**src/irt_defines.svh**
```systemverilog
// register map, field positions, reset values and counts of the infrared transceiver
//------------------------------------------------------------
// Notes on behaviour
// - four-bit address: control 1, sysclk 2-5, carrier 6-8, data 9-a, status b
// - control bit 7 enables the transceiver; clear keeps it disabled
// - control bit 6 picks ON duty: half period at 0, third at 1
// - control bit 5 picks pulse polarity: high active at 0, low active at 1
// - control bit 4 set gates the transmit output off after an error
// - control bit 3 picks learn max count: 7fff or user value from data
// - control bit 2 re-measures carrier every ON group, else only the first
// - control bits 1:0 pick glitch filter: none, 2, 4 or 8 clocks
// - status: busy, in progress, zero, freq ovf, count ovf, error, freq ready, buf ready
// - busy flag marks tx, rx or calculation; busy pin equals the flag
// - in transmit, fetching data sets buffer ready
// - in transmit, host write of low data byte clears buffer ready
// - data not rewritten when an element ends sets the error flag
// - error flag holds until control write or new event start
// - in learning, buffer ready marks a result; low byte read clears it
// - in learning, unread data when next result lands sets the error flag
// - ready pin mirrors buffer ready, error pin mirrors error flag
// - control write or new event clears buffer ready
// - cycle counter at maximum sets count overflow until control write or event
// - period counter past 16 bits sets freq overflow, drops edge, restarts
// - learning sets freq ready once the carrier frequency is computed
// - four bytes hold 28-bit system frequency; top nibble of byte 3 ignored
// - three bytes hold 24-bit carrier frequency; period is sys over carrier
// - data bit 15 marks ON/OFF, bits 14:0 count; zero count means one
//------------------------------------------------------------
`ifndef IRT_DEFINES_SVH
`define IRT_DEFINES_SVH

`define IRT_ADR_CONTROL 4'h1
`define IRT_ADR_SYS3 4'h2
`define IRT_ADR_SYS2 4'h3
`define IRT_ADR_SYS1 4'h4
`define IRT_ADR_SYS0 4'h5
`define IRT_ADR_CAR2 4'h6
`define IRT_ADR_CAR1 4'h7
`define IRT_ADR_CAR0 4'h8
`define IRT_ADR_DATA_HI 4'h9
`define IRT_ADR_DATA_LO 4'ha
`define IRT_ADR_STATUS 4'hb

`define IRT_RESET_BYTE 8'h00
`define IRT_MAX_COUNT 15'h7fff
`define IRT_MARKER_BIT 7
`define IRT_FILT_W1 4'h2
`define IRT_FILT_W2 4'h4
`define IRT_FILT_W3 4'h8
`define IRT_DIV_STEPS 5'h1c

`endif

```
**src/irt_pkg.sv**
```systemverilog
// types shared by the infrared transceiver register block
`default_nettype none
package irt_pkg;

  typedef enum logic [3:0] {
    IRT_IDLE  = 4'b0001,
    IRT_CALC  = 4'b0010,
    IRT_TX    = 4'b0100,
    IRT_LEARN = 4'b1000
  } irt_state_e;

  typedef struct packed {
    logic transceiver_enable;
    logic third_duty_select;
    logic output_polarity_select;
    logic stop_output_on_fault;
    logic user_max_count_select;
    logic repeat_measure_enable;
    logic [1:0] glitch_filter_select;
  } irt_ctrl_s;

  typedef struct packed {
    logic busy;
    logic transfer_in_progress;
    logic reserved;
    logic freq_counter_overflow;
    logic cycle_counter_overflow;
    logic buffer_fault_flag;
    logic rx_freq_valid;
    logic buffer_ready_flag;
  } irt_status_s;

endpackage
`default_nettype wire

```
**src/irt_transceiver.sv**
```systemverilog
// infrared transceiver control, status and carrier/cycle engine
`timescale 1ns/100ps
`default_nettype none
`include "irt_defines.svh"

module irt_transceiver
  import irt_pkg::*;
#(
  parameter int PERIOD_W = 16
) (
  input wire logic i_clock,
  input wire logic i_rst,
  input wire logic i_bus_select,
  input wire logic i_bus_write,
  input wire logic [3:0] i_control_bus_address,
  input wire logic [7:0] i_bus_wdata,
  output logic [7:0] o_bus_rdata,
  input wire logic i_event_trigger,
  input wire logic i_learn,
  input wire logic i_infrared_input,
  output logic o_infrared_output,
  output logic o_busy,
  output logic o_buffer_ready_pin,
  output logic o_error
);

  // refused at elaboration: the divider takes at most a 24-bit denominator
  if (PERIOD_W < 8 || PERIOD_W > 24) begin : g_bad_period_w
    $error("PERIOD_W must lie between 8 and 24");
  end

  //------------------------------------------------------------
  // registers and flags
  //------------------------------------------------------------
  irt_ctrl_s ctrl_ff;
  irt_status_s status;
  irt_state_e state_ff;
  logic [27:0] sys_freq_ff;
  logic [23:0] car_freq_ff;
  logic [7:0] data_hi_ff;
  logic [7:0] data_lo_ff;
  logic busy_ff;
  logic tip_ff;
  logic ready_ff;
  logic fault_ff;
  logic freq_ovf_ff;
  logic cnt_ovf_ff;
  logic freq_valid_ff;
  logic [7:0] rdata_ff;
  logic out_ff;
  logic exe_q_ff;

  logic bus_wr;
  logic bus_rd;
  logic ctrl_wr;
  logic event_start;

  // engine events that act on the flags, the data word and the carrier bytes
  logic set_ready;
  logic set_fault;
  logic set_cnt_ovf;
  logic set_freq_ovf;
  logic set_freq_valid;
  logic store_rec;
  logic [15:0] rec_word;
  logic car_load;
  logic [23:0] car_result;

  assign bus_wr = i_bus_select & i_bus_write;
  assign bus_rd = i_bus_select & ~i_bus_write;
  assign ctrl_wr = bus_wr && (i_control_bus_address == `IRT_ADR_CONTROL);
  assign event_start = i_event_trigger & ~exe_q_ff & ctrl_ff.transceiver_enable;

  function automatic logic is_addr(input logic [3:0] a, input logic [3:0] want);
    is_addr = (a == want);
  endfunction

  always_ff @(posedge i_clock or posedge i_rst) begin
    if (i_rst) begin
      exe_q_ff <= 1'b0;
    end else begin
      exe_q_ff <= i_event_trigger;
    end
  end

  //------------------------------------------------------------
  // host writes
  //------------------------------------------------------------
  always_ff @(posedge i_clock or posedge i_rst) begin
    if (i_rst) begin
      ctrl_ff <= irt_ctrl_s'(`IRT_RESET_BYTE);
      sys_freq_ff <= '0;
    end else if (bus_wr) begin
      if (is_addr(i_control_bus_address, `IRT_ADR_CONTROL)) begin
        ctrl_ff <= irt_ctrl_s'(i_bus_wdata);
      end else if (is_addr(i_control_bus_address, `IRT_ADR_SYS3)) begin
        sys_freq_ff[27:24] <= i_bus_wdata[3:0];
      end else if (is_addr(i_control_bus_address, `IRT_ADR_SYS2)) begin
        sys_freq_ff[23:16] <= i_bus_wdata;
      end else if (is_addr(i_control_bus_address, `IRT_ADR_SYS1)) begin
        sys_freq_ff[15:8] <= i_bus_wdata;
      end else if (is_addr(i_control_bus_address, `IRT_ADR_SYS0)) begin
        sys_freq_ff[7:0] <= i_bus_wdata;
      end
    end
  end

  // carrier bytes: host value, replaced by the measured one in learning
  always_ff @(posedge i_clock or posedge i_rst) begin
    if (i_rst) begin
      car_freq_ff <= '0;
    end else if (car_load) begin
      car_freq_ff <= car_result;
    end else if (bus_wr) begin
      if (is_addr(i_control_bus_address, `IRT_ADR_CAR2)) begin
        car_freq_ff[23:16] <= i_bus_wdata;
      end else if (is_addr(i_control_bus_address, `IRT_ADR_CAR1)) begin
        car_freq_ff[15:8] <= i_bus_wdata;
      end else if (is_addr(i_control_bus_address, `IRT_ADR_CAR0)) begin
        car_freq_ff[7:0] <= i_bus_wdata;
      end
    end
  end

  // data word: a learned record wins over a host write in the same cycle
  always_ff @(posedge i_clock or posedge i_rst) begin
    if (i_rst) begin
      data_hi_ff <= '0;
      data_lo_ff <= '0;
    end else if (store_rec) begin
      data_hi_ff <= rec_word[15:8];
      data_lo_ff <= rec_word[7:0];
    end else if (bus_wr) begin
      if (is_addr(i_control_bus_address, `IRT_ADR_DATA_HI)) begin
        data_hi_ff <= i_bus_wdata;
      end else if (is_addr(i_control_bus_address, `IRT_ADR_DATA_LO)) begin
        data_lo_ff <= i_bus_wdata;
      end
    end
  end

  //------------------------------------------------------------
  // status flags: hardware set wins over any clear
  //------------------------------------------------------------
  logic lo_access;
  assign lo_access = i_bus_select && (i_control_bus_address == `IRT_ADR_DATA_LO)
                     && (i_bus_write == (state_ff != IRT_LEARN));

  always_ff @(posedge i_clock or posedge i_rst) begin
    if (i_rst) begin
      ready_ff <= 1'b0;
    end else if (set_ready) begin
      ready_ff <= 1'b1;
    end else if (ctrl_wr || event_start) begin
      ready_ff <= 1'b0;
    end else if (lo_access) begin
      ready_ff <= 1'b0;
    end
  end

  always_ff @(posedge i_clock or posedge i_rst) begin
    if (i_rst) begin
      fault_ff <= 1'b0;
    end else if (set_fault) begin
      fault_ff <= 1'b1;
    end else if (ctrl_wr || event_start) begin
      fault_ff <= 1'b0;
    end
  end

  always_ff @(posedge i_clock or posedge i_rst) begin
    if (i_rst) begin
      cnt_ovf_ff <= 1'b0;
      freq_ovf_ff <= 1'b0;
    end else begin
      if (set_cnt_ovf) begin
        cnt_ovf_ff <= 1'b1;
      end else if (ctrl_wr || event_start) begin
        cnt_ovf_ff <= 1'b0;
      end
      if (set_freq_ovf) begin
        freq_ovf_ff <= 1'b1;
      end else if (ctrl_wr || event_start) begin
        freq_ovf_ff <= 1'b0;
      end
    end
  end

  always_ff @(posedge i_clock or posedge i_rst) begin
    if (i_rst) begin
      freq_valid_ff <= 1'b0;
    end else if (set_freq_valid) begin
      freq_valid_ff <= 1'b1;
    end else if (ctrl_wr || event_start) begin
      freq_valid_ff <= 1'b0;
    end
  end

  always_comb begin
    status = '0;
    status.busy = busy_ff;
    status.transfer_in_progress = tip_ff;
    status.freq_counter_overflow = freq_ovf_ff;
    status.cycle_counter_overflow = cnt_ovf_ff;
    status.buffer_fault_flag = fault_ff;
    status.rx_freq_valid = freq_valid_ff;
    status.buffer_ready_flag = ready_ff;
  end

  // read data is registered; write-only and unmapped addresses read zero
  always_ff @(posedge i_clock or posedge i_rst) begin
    if (i_rst) begin
      rdata_ff <= '0;
    end else if (bus_rd) begin
      if (is_addr(i_control_bus_address, `IRT_ADR_CAR2)) begin
        rdata_ff <= car_freq_ff[23:16];
      end else if (is_addr(i_control_bus_address, `IRT_ADR_CAR1)) begin
        rdata_ff <= car_freq_ff[15:8];
      end else if (is_addr(i_control_bus_address, `IRT_ADR_CAR0)) begin
        rdata_ff <= car_freq_ff[7:0];
      end else if (is_addr(i_control_bus_address, `IRT_ADR_DATA_HI)) begin
        rdata_ff <= data_hi_ff;
      end else if (is_addr(i_control_bus_address, `IRT_ADR_DATA_LO)) begin
        rdata_ff <= data_lo_ff;
      end else if (is_addr(i_control_bus_address, `IRT_ADR_STATUS)) begin
        rdata_ff <= status;
      end else begin
        rdata_ff <= '0;
      end
    end
  end

  //------------------------------------------------------------
  // shared restoring divider, 28 quotient bits
  //------------------------------------------------------------
  logic div_start;
  logic [27:0] div_num_in;
  logic [23:0] div_den_in;
  logic div_run_ff;
  logic div_done_ff;
  logic [4:0] div_step_ff;
  logic [27:0] div_q_ff;
  logic [24:0] div_r_ff;
  logic [23:0] div_den_ff;
  logic [24:0] div_trial;

  assign div_trial = {div_r_ff[23:0], div_q_ff[27]};

  always_ff @(posedge i_clock or posedge i_rst) begin
    if (i_rst) begin
      div_run_ff <= 1'b0;
      div_done_ff <= 1'b0;
      div_step_ff <= '0;
      div_q_ff <= '0;
      div_r_ff <= '0;
      div_den_ff <= '0;
    end else begin
      div_done_ff <= 1'b0;
      if (div_start) begin
        div_run_ff <= 1'b1;
        div_step_ff <= '0;
        div_q_ff <= div_num_in;
        div_r_ff <= '0;
        div_den_ff <= div_den_in;
      end else if (div_run_ff) begin
        if (div_trial >= {1'b0, div_den_ff}) begin
          div_r_ff <= div_trial - {1'b0, div_den_ff};
          div_q_ff <= {div_q_ff[26:0], 1'b1};
        end else begin
          div_r_ff <= div_trial;
          div_q_ff <= {div_q_ff[26:0], 1'b0};
        end
        div_step_ff <= div_step_ff + 5'h01;
        if (div_step_ff == `IRT_DIV_STEPS - 5'h01) begin
          div_run_ff <= 1'b0;
          div_done_ff <= 1'b1;
        end
      end
    end
  end

  //------------------------------------------------------------
  // glitch filter on the received signal
  //------------------------------------------------------------
  logic filt_ff;
  logic filt_q_ff;
  logic [3:0] filt_cnt_ff;
  logic [3:0] filt_win;

  always_comb begin
    case (ctrl_ff.glitch_filter_select)
      2'b01: filt_win = `IRT_FILT_W1;
      2'b10: filt_win = `IRT_FILT_W2;
      2'b11: filt_win = `IRT_FILT_W3;
      default: filt_win = 4'h1;
    endcase
  end

  always_ff @(posedge i_clock or posedge i_rst) begin
    if (i_rst) begin
      filt_ff <= 1'b0;
      filt_q_ff <= 1'b0;
      filt_cnt_ff <= '0;
    end else begin
      filt_q_ff <= filt_ff;
      if (i_infrared_input == filt_ff) begin
        filt_cnt_ff <= '0;
      end else if (filt_cnt_ff + 4'h1 >= filt_win) begin
        filt_ff <= i_infrared_input;
        filt_cnt_ff <= '0;
      end else begin
        filt_cnt_ff <= filt_cnt_ff + 4'h1;
      end
    end
  end

  //------------------------------------------------------------
  // transmit and learning engine
  //------------------------------------------------------------
  logic [27:0] period_ff;
  logic [27:0] phase_ff;
  logic cur_on_ff;
  logic [14:0] cur_cnt_ff;
  logic [14:0] fetch_cnt;
  logic [29:0] duty_prod;
  logic carrier_on;
  logic in_rise;
  logic [PERIOD_W-1:0] meas_ff;
  logic [PERIOD_W-1:0] per_meas_ff;
  logic [PERIOD_W-1:0] off_tmr_ff;
  logic have_edge_ff;
  logic group_on_ff;
  logic per_valid_ff;
  logic first_done_ff;
  logic [14:0] elem_ff;
  logic [14:0] max_cnt_ff;
  logic gap;

  assign fetch_cnt = ({data_hi_ff[6:0], data_lo_ff} == 15'h0000) ? 15'h0001
                     : {data_hi_ff[6:0], data_lo_ff};
  assign duty_prod = ctrl_ff.third_duty_select ? ({2'b00, phase_ff} + {1'b0, phase_ff, 1'b0})
                     : {1'b0, phase_ff, 1'b0};
  assign carrier_on = cur_on_ff && (duty_prod < {2'b00, period_ff});
  assign in_rise = filt_ff & ~filt_q_ff;
  assign gap = group_on_ff && first_done_ff && have_edge_ff
               && ({1'b0, meas_ff} >= {per_meas_ff, 1'b0});

  always_comb begin
    div_start = 1'b0;
    div_num_in = sys_freq_ff;
    div_den_in = car_freq_ff;
    set_ready = 1'b0;
    set_fault = 1'b0;
    set_cnt_ovf = 1'b0;
    set_freq_ovf = 1'b0;
    set_freq_valid = 1'b0;
    store_rec = 1'b0;
    rec_word = '0;
    car_load = 1'b0;
    car_result = div_q_ff[23:0];
    if (event_start && !i_learn) begin
      div_start = 1'b1;
    end
    case (state_ff)
      IRT_CALC: begin
        set_ready = div_done_ff;
      end
      IRT_TX: begin
        if (phase_ff >= period_ff - 28'h1 && cur_cnt_ff == 15'h0001 && i_event_trigger) begin
          set_ready = 1'b1;
          set_fault = ready_ff;
        end
      end
      IRT_LEARN: begin
        if (div_done_ff) begin
          car_load = 1'b1;
          set_freq_valid = 1'b1;
        end
        if (have_edge_ff && meas_ff == {PERIOD_W{1'b1}} && !gap) begin
          set_freq_ovf = 1'b1;
        end
        if (in_rise && group_on_ff && !per_valid_ff && have_edge_ff
            && (ctrl_ff.repeat_measure_enable || !first_done_ff)) begin
          div_start = 1'b1;
          div_den_in = 24'(meas_ff) + 24'h1;
        end
        if ((in_rise && !group_on_ff && elem_ff != 15'h0000) || gap) begin
          store_rec = 1'b1;
          rec_word = {gap, elem_ff};
          set_ready = 1'b1;
          set_fault = ready_ff;
        end
        if (elem_ff == max_cnt_ff && (in_rise || off_tmr_ff == per_meas_ff)) begin
          set_cnt_ovf = 1'b1;
        end
      end
      default: begin
      end
    endcase
  end

  always_ff @(posedge i_clock or posedge i_rst) begin
    if (i_rst) begin
      state_ff <= IRT_IDLE;
      period_ff <= '0;
      phase_ff <= '0;
      cur_on_ff <= 1'b0;
      cur_cnt_ff <= '0;
    end else if (!ctrl_ff.transceiver_enable) begin
      state_ff <= IRT_IDLE;
      cur_on_ff <= 1'b0;
    end else begin
      case (state_ff)
        IRT_IDLE: begin
          if (event_start) begin
            state_ff <= i_learn ? IRT_LEARN : IRT_CALC;
          end
        end
        IRT_CALC: begin
          if (div_done_ff) begin
            period_ff <= (div_q_ff == 28'h0) ? 28'h1 : div_q_ff;
            phase_ff <= '0;
            cur_on_ff <= data_hi_ff[`IRT_MARKER_BIT];
            cur_cnt_ff <= fetch_cnt;
            state_ff <= IRT_TX;
          end
        end
        IRT_TX: begin
          if (phase_ff >= period_ff - 28'h1) begin
            phase_ff <= '0;
            if (cur_cnt_ff != 15'h0001) begin
              cur_cnt_ff <= cur_cnt_ff - 15'h0001;
            end else if (!i_event_trigger) begin
              state_ff <= IRT_IDLE;
              cur_on_ff <= 1'b0;
            end else begin
              // an under-run replays the stale word so the carrier keeps its timing
              cur_on_ff <= data_hi_ff[`IRT_MARKER_BIT];
              cur_cnt_ff <= fetch_cnt;
            end
          end else begin
            phase_ff <= phase_ff + 28'h1;
          end
        end
        IRT_LEARN: begin
          if (!i_event_trigger) begin
            state_ff <= IRT_IDLE;
          end
        end
        default: begin
          state_ff <= IRT_IDLE;
        end
      endcase
    end
  end

  // learning measurement: carrier period between rising edges, ON/OFF cycle counts
  always_ff @(posedge i_clock or posedge i_rst) begin
    if (i_rst) begin
      meas_ff <= '0;
      per_meas_ff <= '0;
      off_tmr_ff <= '0;
      have_edge_ff <= 1'b0;
      group_on_ff <= 1'b0;
      per_valid_ff <= 1'b0;
      first_done_ff <= 1'b0;
      elem_ff <= '0;
      max_cnt_ff <= `IRT_MAX_COUNT;
    end else if (state_ff != IRT_LEARN) begin
      meas_ff <= '0;
      have_edge_ff <= 1'b0;
      group_on_ff <= 1'b0;
      per_valid_ff <= 1'b0;
      first_done_ff <= 1'b0;
      elem_ff <= '0;
      off_tmr_ff <= '0;
      max_cnt_ff <= ctrl_ff.user_max_count_select ? {data_hi_ff[6:0], data_lo_ff}
                    : `IRT_MAX_COUNT;
    end else if (in_rise) begin
      meas_ff <= '0;
      have_edge_ff <= 1'b1;
      off_tmr_ff <= '0;
      if (group_on_ff) begin
        if (elem_ff != max_cnt_ff) begin
          elem_ff <= elem_ff + 15'h0001;
        end
        if (!per_valid_ff && have_edge_ff) begin
          per_meas_ff <= meas_ff + 1'b1;
          per_valid_ff <= 1'b1;
          first_done_ff <= 1'b1;
        end
      end else begin
        group_on_ff <= 1'b1;
        per_valid_ff <= 1'b0;
        elem_ff <= 15'h0001;
      end
    end else if (gap) begin
      // carrier lost for two periods: the ON group ends, OFF counting starts
      group_on_ff <= 1'b0;
      have_edge_ff <= 1'b0;
      meas_ff <= '0;
      elem_ff <= 15'h0001;
      off_tmr_ff <= '0;
    end else if (have_edge_ff) begin
      if (meas_ff == {PERIOD_W{1'b1}}) begin
        have_edge_ff <= 1'b0;
        meas_ff <= '0;
      end else begin
        meas_ff <= meas_ff + 1'b1;
      end
    end else if (!group_on_ff && first_done_ff && elem_ff != 15'h0000) begin
      if (off_tmr_ff == per_meas_ff) begin
        off_tmr_ff <= '0;
        if (elem_ff != max_cnt_ff) begin
          elem_ff <= elem_ff + 15'h0001;
        end
      end else begin
        off_tmr_ff <= off_tmr_ff + 1'b1;
      end
    end
  end

  //------------------------------------------------------------
  // pins
  //------------------------------------------------------------
  always_ff @(posedge i_clock or posedge i_rst) begin
    if (i_rst) begin
      busy_ff <= 1'b0;
      tip_ff <= 1'b0;
      out_ff <= 1'b0;
    end else begin
      busy_ff <= (state_ff != IRT_IDLE) || div_run_ff;
      tip_ff <= (state_ff == IRT_TX) || (state_ff == IRT_LEARN);
      if (state_ff == IRT_TX && !(fault_ff && ctrl_ff.stop_output_on_fault)) begin
        out_ff <= carrier_on ^ ctrl_ff.output_polarity_select;
      end else begin
        out_ff <= ctrl_ff.output_polarity_select;
      end
    end
  end

  assign o_bus_rdata = rdata_ff;
  assign o_infrared_output = out_ff;
  assign o_busy = busy_ff;
  assign o_buffer_ready_pin = ready_ff;
  assign o_error = fault_ff;

endmodule
`default_nettype wire

```
**config.mk**
```make
export PLATFORM = sky130hd
export DESIGN_NAME = irt_transceiver
export DESIGN_NICKNAME = d
export VERILOG_FILES = /design/src/irt_pkg.sv /design/src/irt_transceiver.sv
export VERILOG_INCLUDE_DIRS = /design/src
export SDC_FILE = /design/constraint.sdc
export NUM_CORES = 1
export LEC_CHECK = 0
export BUFFER_PORTS_ARGS = -buffer_cell sky130_fd_sc_hd__buf_2
export CAP_MARGIN = 10
export CORE_MARGIN = 2
export CORE_UTILIZATION = 43
export CTS_CLUSTER_DIAMETER = 50
export DETAILED_ROUTE_END_ITERATION = 7
export HOLD_SLACK_MARGIN = 0.06
export SKIP_CTS_REPAIR_TIMING = 1
export SYNTH_ARGS = -nofsm -noshare
export SYNTH_HDL_FRONTEND = slang
export SYNTH_SLANG_ARGS = --single-unit
```
**constraint.sdc**
```tcl
create_clock -name i_clock -period 10.3 [get_ports i_clock]
set_clock_uncertainty 0.05 [all_clocks]
set_input_delay 0.515 -clock i_clock [delete_from_list [all_inputs] [get_ports i_clock]]
set_output_delay 0.515 -clock i_clock [all_outputs]
set_load 0.05 [all_outputs]
```
==> results.md <==
* Total I/O pin count at 31
* Area share of the leading cell type in the synthesized netlist at a little under two fifths
* Number of antenna violations at the first check in global routing at 3
* Remaining antenna violation count after routing at 0
* First-pass GRT wire length at 93,200 um
* Arrival time of data at the critical path endpoint at between 5 and 6 ns
* DR WL/cell at 18.7 um
* Leakage power at approximately 10 nW
* Drt total wl at 57,600 um
* Count of filler cells inserted in the layout at 4,618
* Total of flip-flops plus latches after synthesis at between 300 and 400
* Overall Global Routing Usage at a little under a quarter
* Top area cells in the synthesized netlist: sky130_fd_sc_hd__dfrtp_1, sky130_fd_sc_hd__ha_1, sky130_fd_sc_hd__nand2_1, sky130_fd_sc_hd__o21ai_0, sky130_fd_sc_hd__mux2i_1
* Die X-Extent at 227 um
* CTS Sinks at 340
* Master cell of the clock root buffer: sky130_fd_sc_hd__clkbuf_16
* Accumulated negative setup slack at 0 ns
* Post-synthesis instance area at approximately 0.021 mm^2
* Areal power density over the cells at between 200 and 250 mW/mm^2
* Post-synthesis cell count at ~2.4k
* DP Wirelength at about 40,000 um
* Initial Utilization at about 44%
* Diodes inserted at 0
* Worst-Skew Late Latency at roughly 0.61 ns
* Mean post-synth cell area at about 8.9 um^2
* Worst supply voltage drop on vdd at 0.000185 V
* Element type at the critical path start: register
* Cell-internal power at between 3 and 4 mW
* Vias per inst at ~5.6
* Share of flip-flops with an asynchronous set or reset at 100%
* Core ar. at a little under 0.05 mm^2
* RSZ-0062 raised after global routing: no
* Maximum capacitance violations at 0
* Max-Slew Margin vs Limit at about a quarter
* TritonCTS clock tree: done
* Relative contribution of sequential cells to total power at a little under two fifths
* Predominant post-synthesis flop cell: sky130_fd_sc_hd__dfrtp_1
* Vert. Die Dim at 227 um
* Final Max Slew Viols at 0
* Number of cells in the finished layout apart from fillers at approximately 3k
* Slew at the pin closest to its max-slew limit at around 1.1 ns
* Clock buffers created by TritonCTS at between 40 and 50
* EDFF count, synth at 0
* Overflow left after global routing at 0
* Final critical-path share of the clock period at about half
* Register area at 0.00853 mm^2
* Final weighted congestion of routability-driven global placement at just under 0.9
* Type of destination of the critical path: register
* Area of combinational cells with multiple inputs at around 0.012 mm^2
* Combinational share of power at between 30% and 40%
* Count of different cell masters after synthesis at 86
* Final setup violation count at 0
* Sw frac at a little over a third
* Number of placement rows at 81
* Number of port buffers at 30
* Number of levels the H-tree was split into at 2
* Drt initial violations at 1,322
* Share of final-layout standard cells stronger than drive strength 1 at about a tenth
* Final Critical Period at approximately 5.2 ns
* Register clock-pin slew on the reported worst setup and hold paths at about 0.06 ns
* Total number of nets in the final design at 2,536
* Drt first pass iters at 5
* Result of the run: complete, no violations
* Area leader, netlist: sky130_fd_sc_hd__dfrtp_1
* Syn_nets at 2,548
* Worst hold-check slack at between 0.09 and 0.1 ns
* Area of the die at 0.0513 mm^2
* Fmax at between 0.15 and 0.2 GHz
* Number of cells after detailed placement at between 2k and 3k
* Largest net degree at the start of global routing at 178
* Via count of the first global-routing pass at ~17k
* Synth-to-layout area growth at 10.9%
* Sequential-to-total area share from yosys stat at approximately two fifths
* Crit Path Class: reg -> reg
* Min-delay worst type: in -> reg
* Switching power at roughly 1.8 mW
* Total number of vias at around 17k
* Instance area after placement at ~0.022 mm^2
* Final cell area excluding filler cells at ~0.024 mm^2
* DRC errors left at 0
* Synth Warn # at 0
* Longest Clk Path Bufs at 3
* Final Hold Vio Count at 0
* Endpoint required time on the critical path at about 11 ns
* CP Max Fanout at 8
* Clock network power share at roughly a third
sequential cells by signal (all words and copies together), names as in the netlist, 8 cells and up:
name and cells:
div_r_ff 24, div_den_ff 24, car_freq_ff 24, ctrl_ff 8, phase_ff 28, period_ff 28
meas_ff 16, div_num_in 28, max_cnt_ff 15, div_q_ff 28, data_hi_ff 8, data_lo_ff 8
o_bus_rdata 8, off_tmr_ff 16, elem_ff 15, cur_cnt_ff 15, per_meas_ff 16
power groups by stage:
stage               sequential, mW  combinational (mW)  clock, mW
floorplan                     1.78                1.26          0
global placement              1.92                1.48          0
detailed placement            1.92                1.53          0
CTS                           1.90                1.54       1.67
global route                  1.94                1.74       1.73
finish                        1.90                1.54       1.64
cell usage in the layout (no fill, tap or decap), types with 27 or more instances in the layout:
cell type,netlist,layout
sky130_fd_sc_hd__nor4_1,30,30
sky130_fd_sc_hd__ha_1,135,135
sky130_fd_sc_hd__a21o_1,34,34
sky130_fd_sc_hd__nor2_1,211,210
sky130_fd_sc_hd__nand4_1,40,40
sky130_fd_sc_hd__mux2i_1,84,84
sky130_fd_sc_hd__a31oi_1,32,32
sky130_fd_sc_hd__buf_2,16,30
sky130_fd_sc_hd__a21oi_1,153,152
sky130_fd_sc_hd__o21ai_0,182,182
sky130_fd_sc_hd__nand2b_1,34,34
sky130_fd_sc_hd__nand2_1,256,256
sky130_fd_sc_hd__a211oi_1,27,27
sky130_fd_sc_hd__xnor2_1,96,96
sky130_fd_sc_hd__mux2_2,59,59
sky130_fd_sc_hd__o21ai_1,78,78
sky130_fd_sc_hd__nand3_1,43,43
sky130_fd_sc_hd__clkbuf_16,0,47
sky130_fd_sc_hd__dfrtp_1,324,323
sky130_fd_sc_hd__nor3_1,46,45
sky130_fd_sc_hd__inv_1,122,121
sky130_fd_sc_hd__xor2_1,56,56
per-layer routing:
| layer | routed length [um] | up-vias | track usage [%] |
|---|---|---|---|
| met5 | 37 | - | 0 |
| met1 | 26000 | 8438 | 31.1 |
| met2 | 26700 | 397 | 37.1 |
| met3 | 3020 | 102 | 4.17 |
| met4 | 1800 | 6 | 7.85 |
| li1 | - | 8455 | - |
cells by family after synthesis:
kind of cell	synth area share, %
buf+inv	4.20
xor+xnor	6.25
simple gates	17.1
mux	7.12
compound gates	17.1
fa+ha+maj	8.12
flops	40.0
final timing paths:
path                                       from                 to  slack, ns  cells past startpoint
worst max-delay path                phase_ff[1]  o_infrared_output       5.07                     19
worst min register to register   o_bus_rdata[4]     o_bus_rdata[4]       0.43                      2
min in group asynchronous                 i_rst     filt_cnt_ff[2]       0.50                      3
worst min-delay path            i_event_trigger           exe_q_ff        0.1                      1
worst max register to register      phase_ff[1]  o_infrared_output       5.07                     19
max in group asynchronous                 i_rst      period_ff[12]       8.14                      4
final cells by class:
type	instances	area share, %
Multi-Input combinational cell	1819	50.4
Sequential cell	340	36.1
Clock buffer	67	5.63
Tap cell	664	3.52
Inverter	125	2.02
Timing Repair Buffer	48	1.30
Clock inverter	17	1.02
Yosys cell counts, drive strengths merged (5+ instances only):
cell       n
a22oi     11
o2111ai    5
o31ai      7
nand2    256
nand4     40
nand3     43
and4       7
ha       135
o21ai    261
nor4b      8
a2111oi    6
mux2      60
nor3      47
buf       35
and2      16
a211oi    29
mux2i     84
inv      125
a21oi    155
nor3b      7
xor2      56
o211ai    16
a21o      34
nand2b    34
a31oi     32
o21a       9
o21bai     5
xnor2     96
nor2     211
dfstp     16
and3      25
nor4      32
clkbuf    73
nor2b     19
dfrtp    324
or3       10
per-stage QoR:
stage | util, % | worst slack, ns | power, mW
2_1_floorplan | - | 0.338 | 3.04
3_3_place_gp | 45.0 | 5.28 | 3.40
3_5_place_dp | 45.0 | 5.16 | 3.45
4_1_cts | 48.2 | 5.15 | 5.11
5_1_grt | 48.3 | 4.63 | 5.41
6_report | 48.3 | 5.07 | 5.07
critical path, cell delays in order (launching register included):
cell                       delay (ns)
sky130_fd_sc_hd__dfrtp_1         0.47
sky130_fd_sc_hd__ha_1            0.33
sky130_fd_sc_hd__fa_1            0.45
sky130_fd_sc_hd__a21oi_1         0.19
sky130_fd_sc_hd__o21ai_1         0.13
sky130_fd_sc_hd__o211ai_1        0.35
sky130_fd_sc_hd__nand4_1         0.18
sky130_fd_sc_hd__a31oi_1         0.29
sky130_fd_sc_hd__o21ba_2         0.19
sky130_fd_sc_hd__o21ai_1         0.09
sky130_fd_sc_hd__xnor2_1         0.13
sky130_fd_sc_hd__mux2_2          0.27
sky130_fd_sc_hd__ha_1            0.32
sky130_fd_sc_hd__nand4_1         0.09
sky130_fd_sc_hd__or2_2           0.30
sky130_fd_sc_hd__nor4_1          0.43
sky130_fd_sc_hd__o221ai_1        0.19
sky130_fd_sc_hd__o21ai_0         0.44
sky130_fd_sc_hd__a311oi_2        0.08
sky130_fd_sc_hd__xor2_1          0.18
Power figures use the tool's default switching activity.
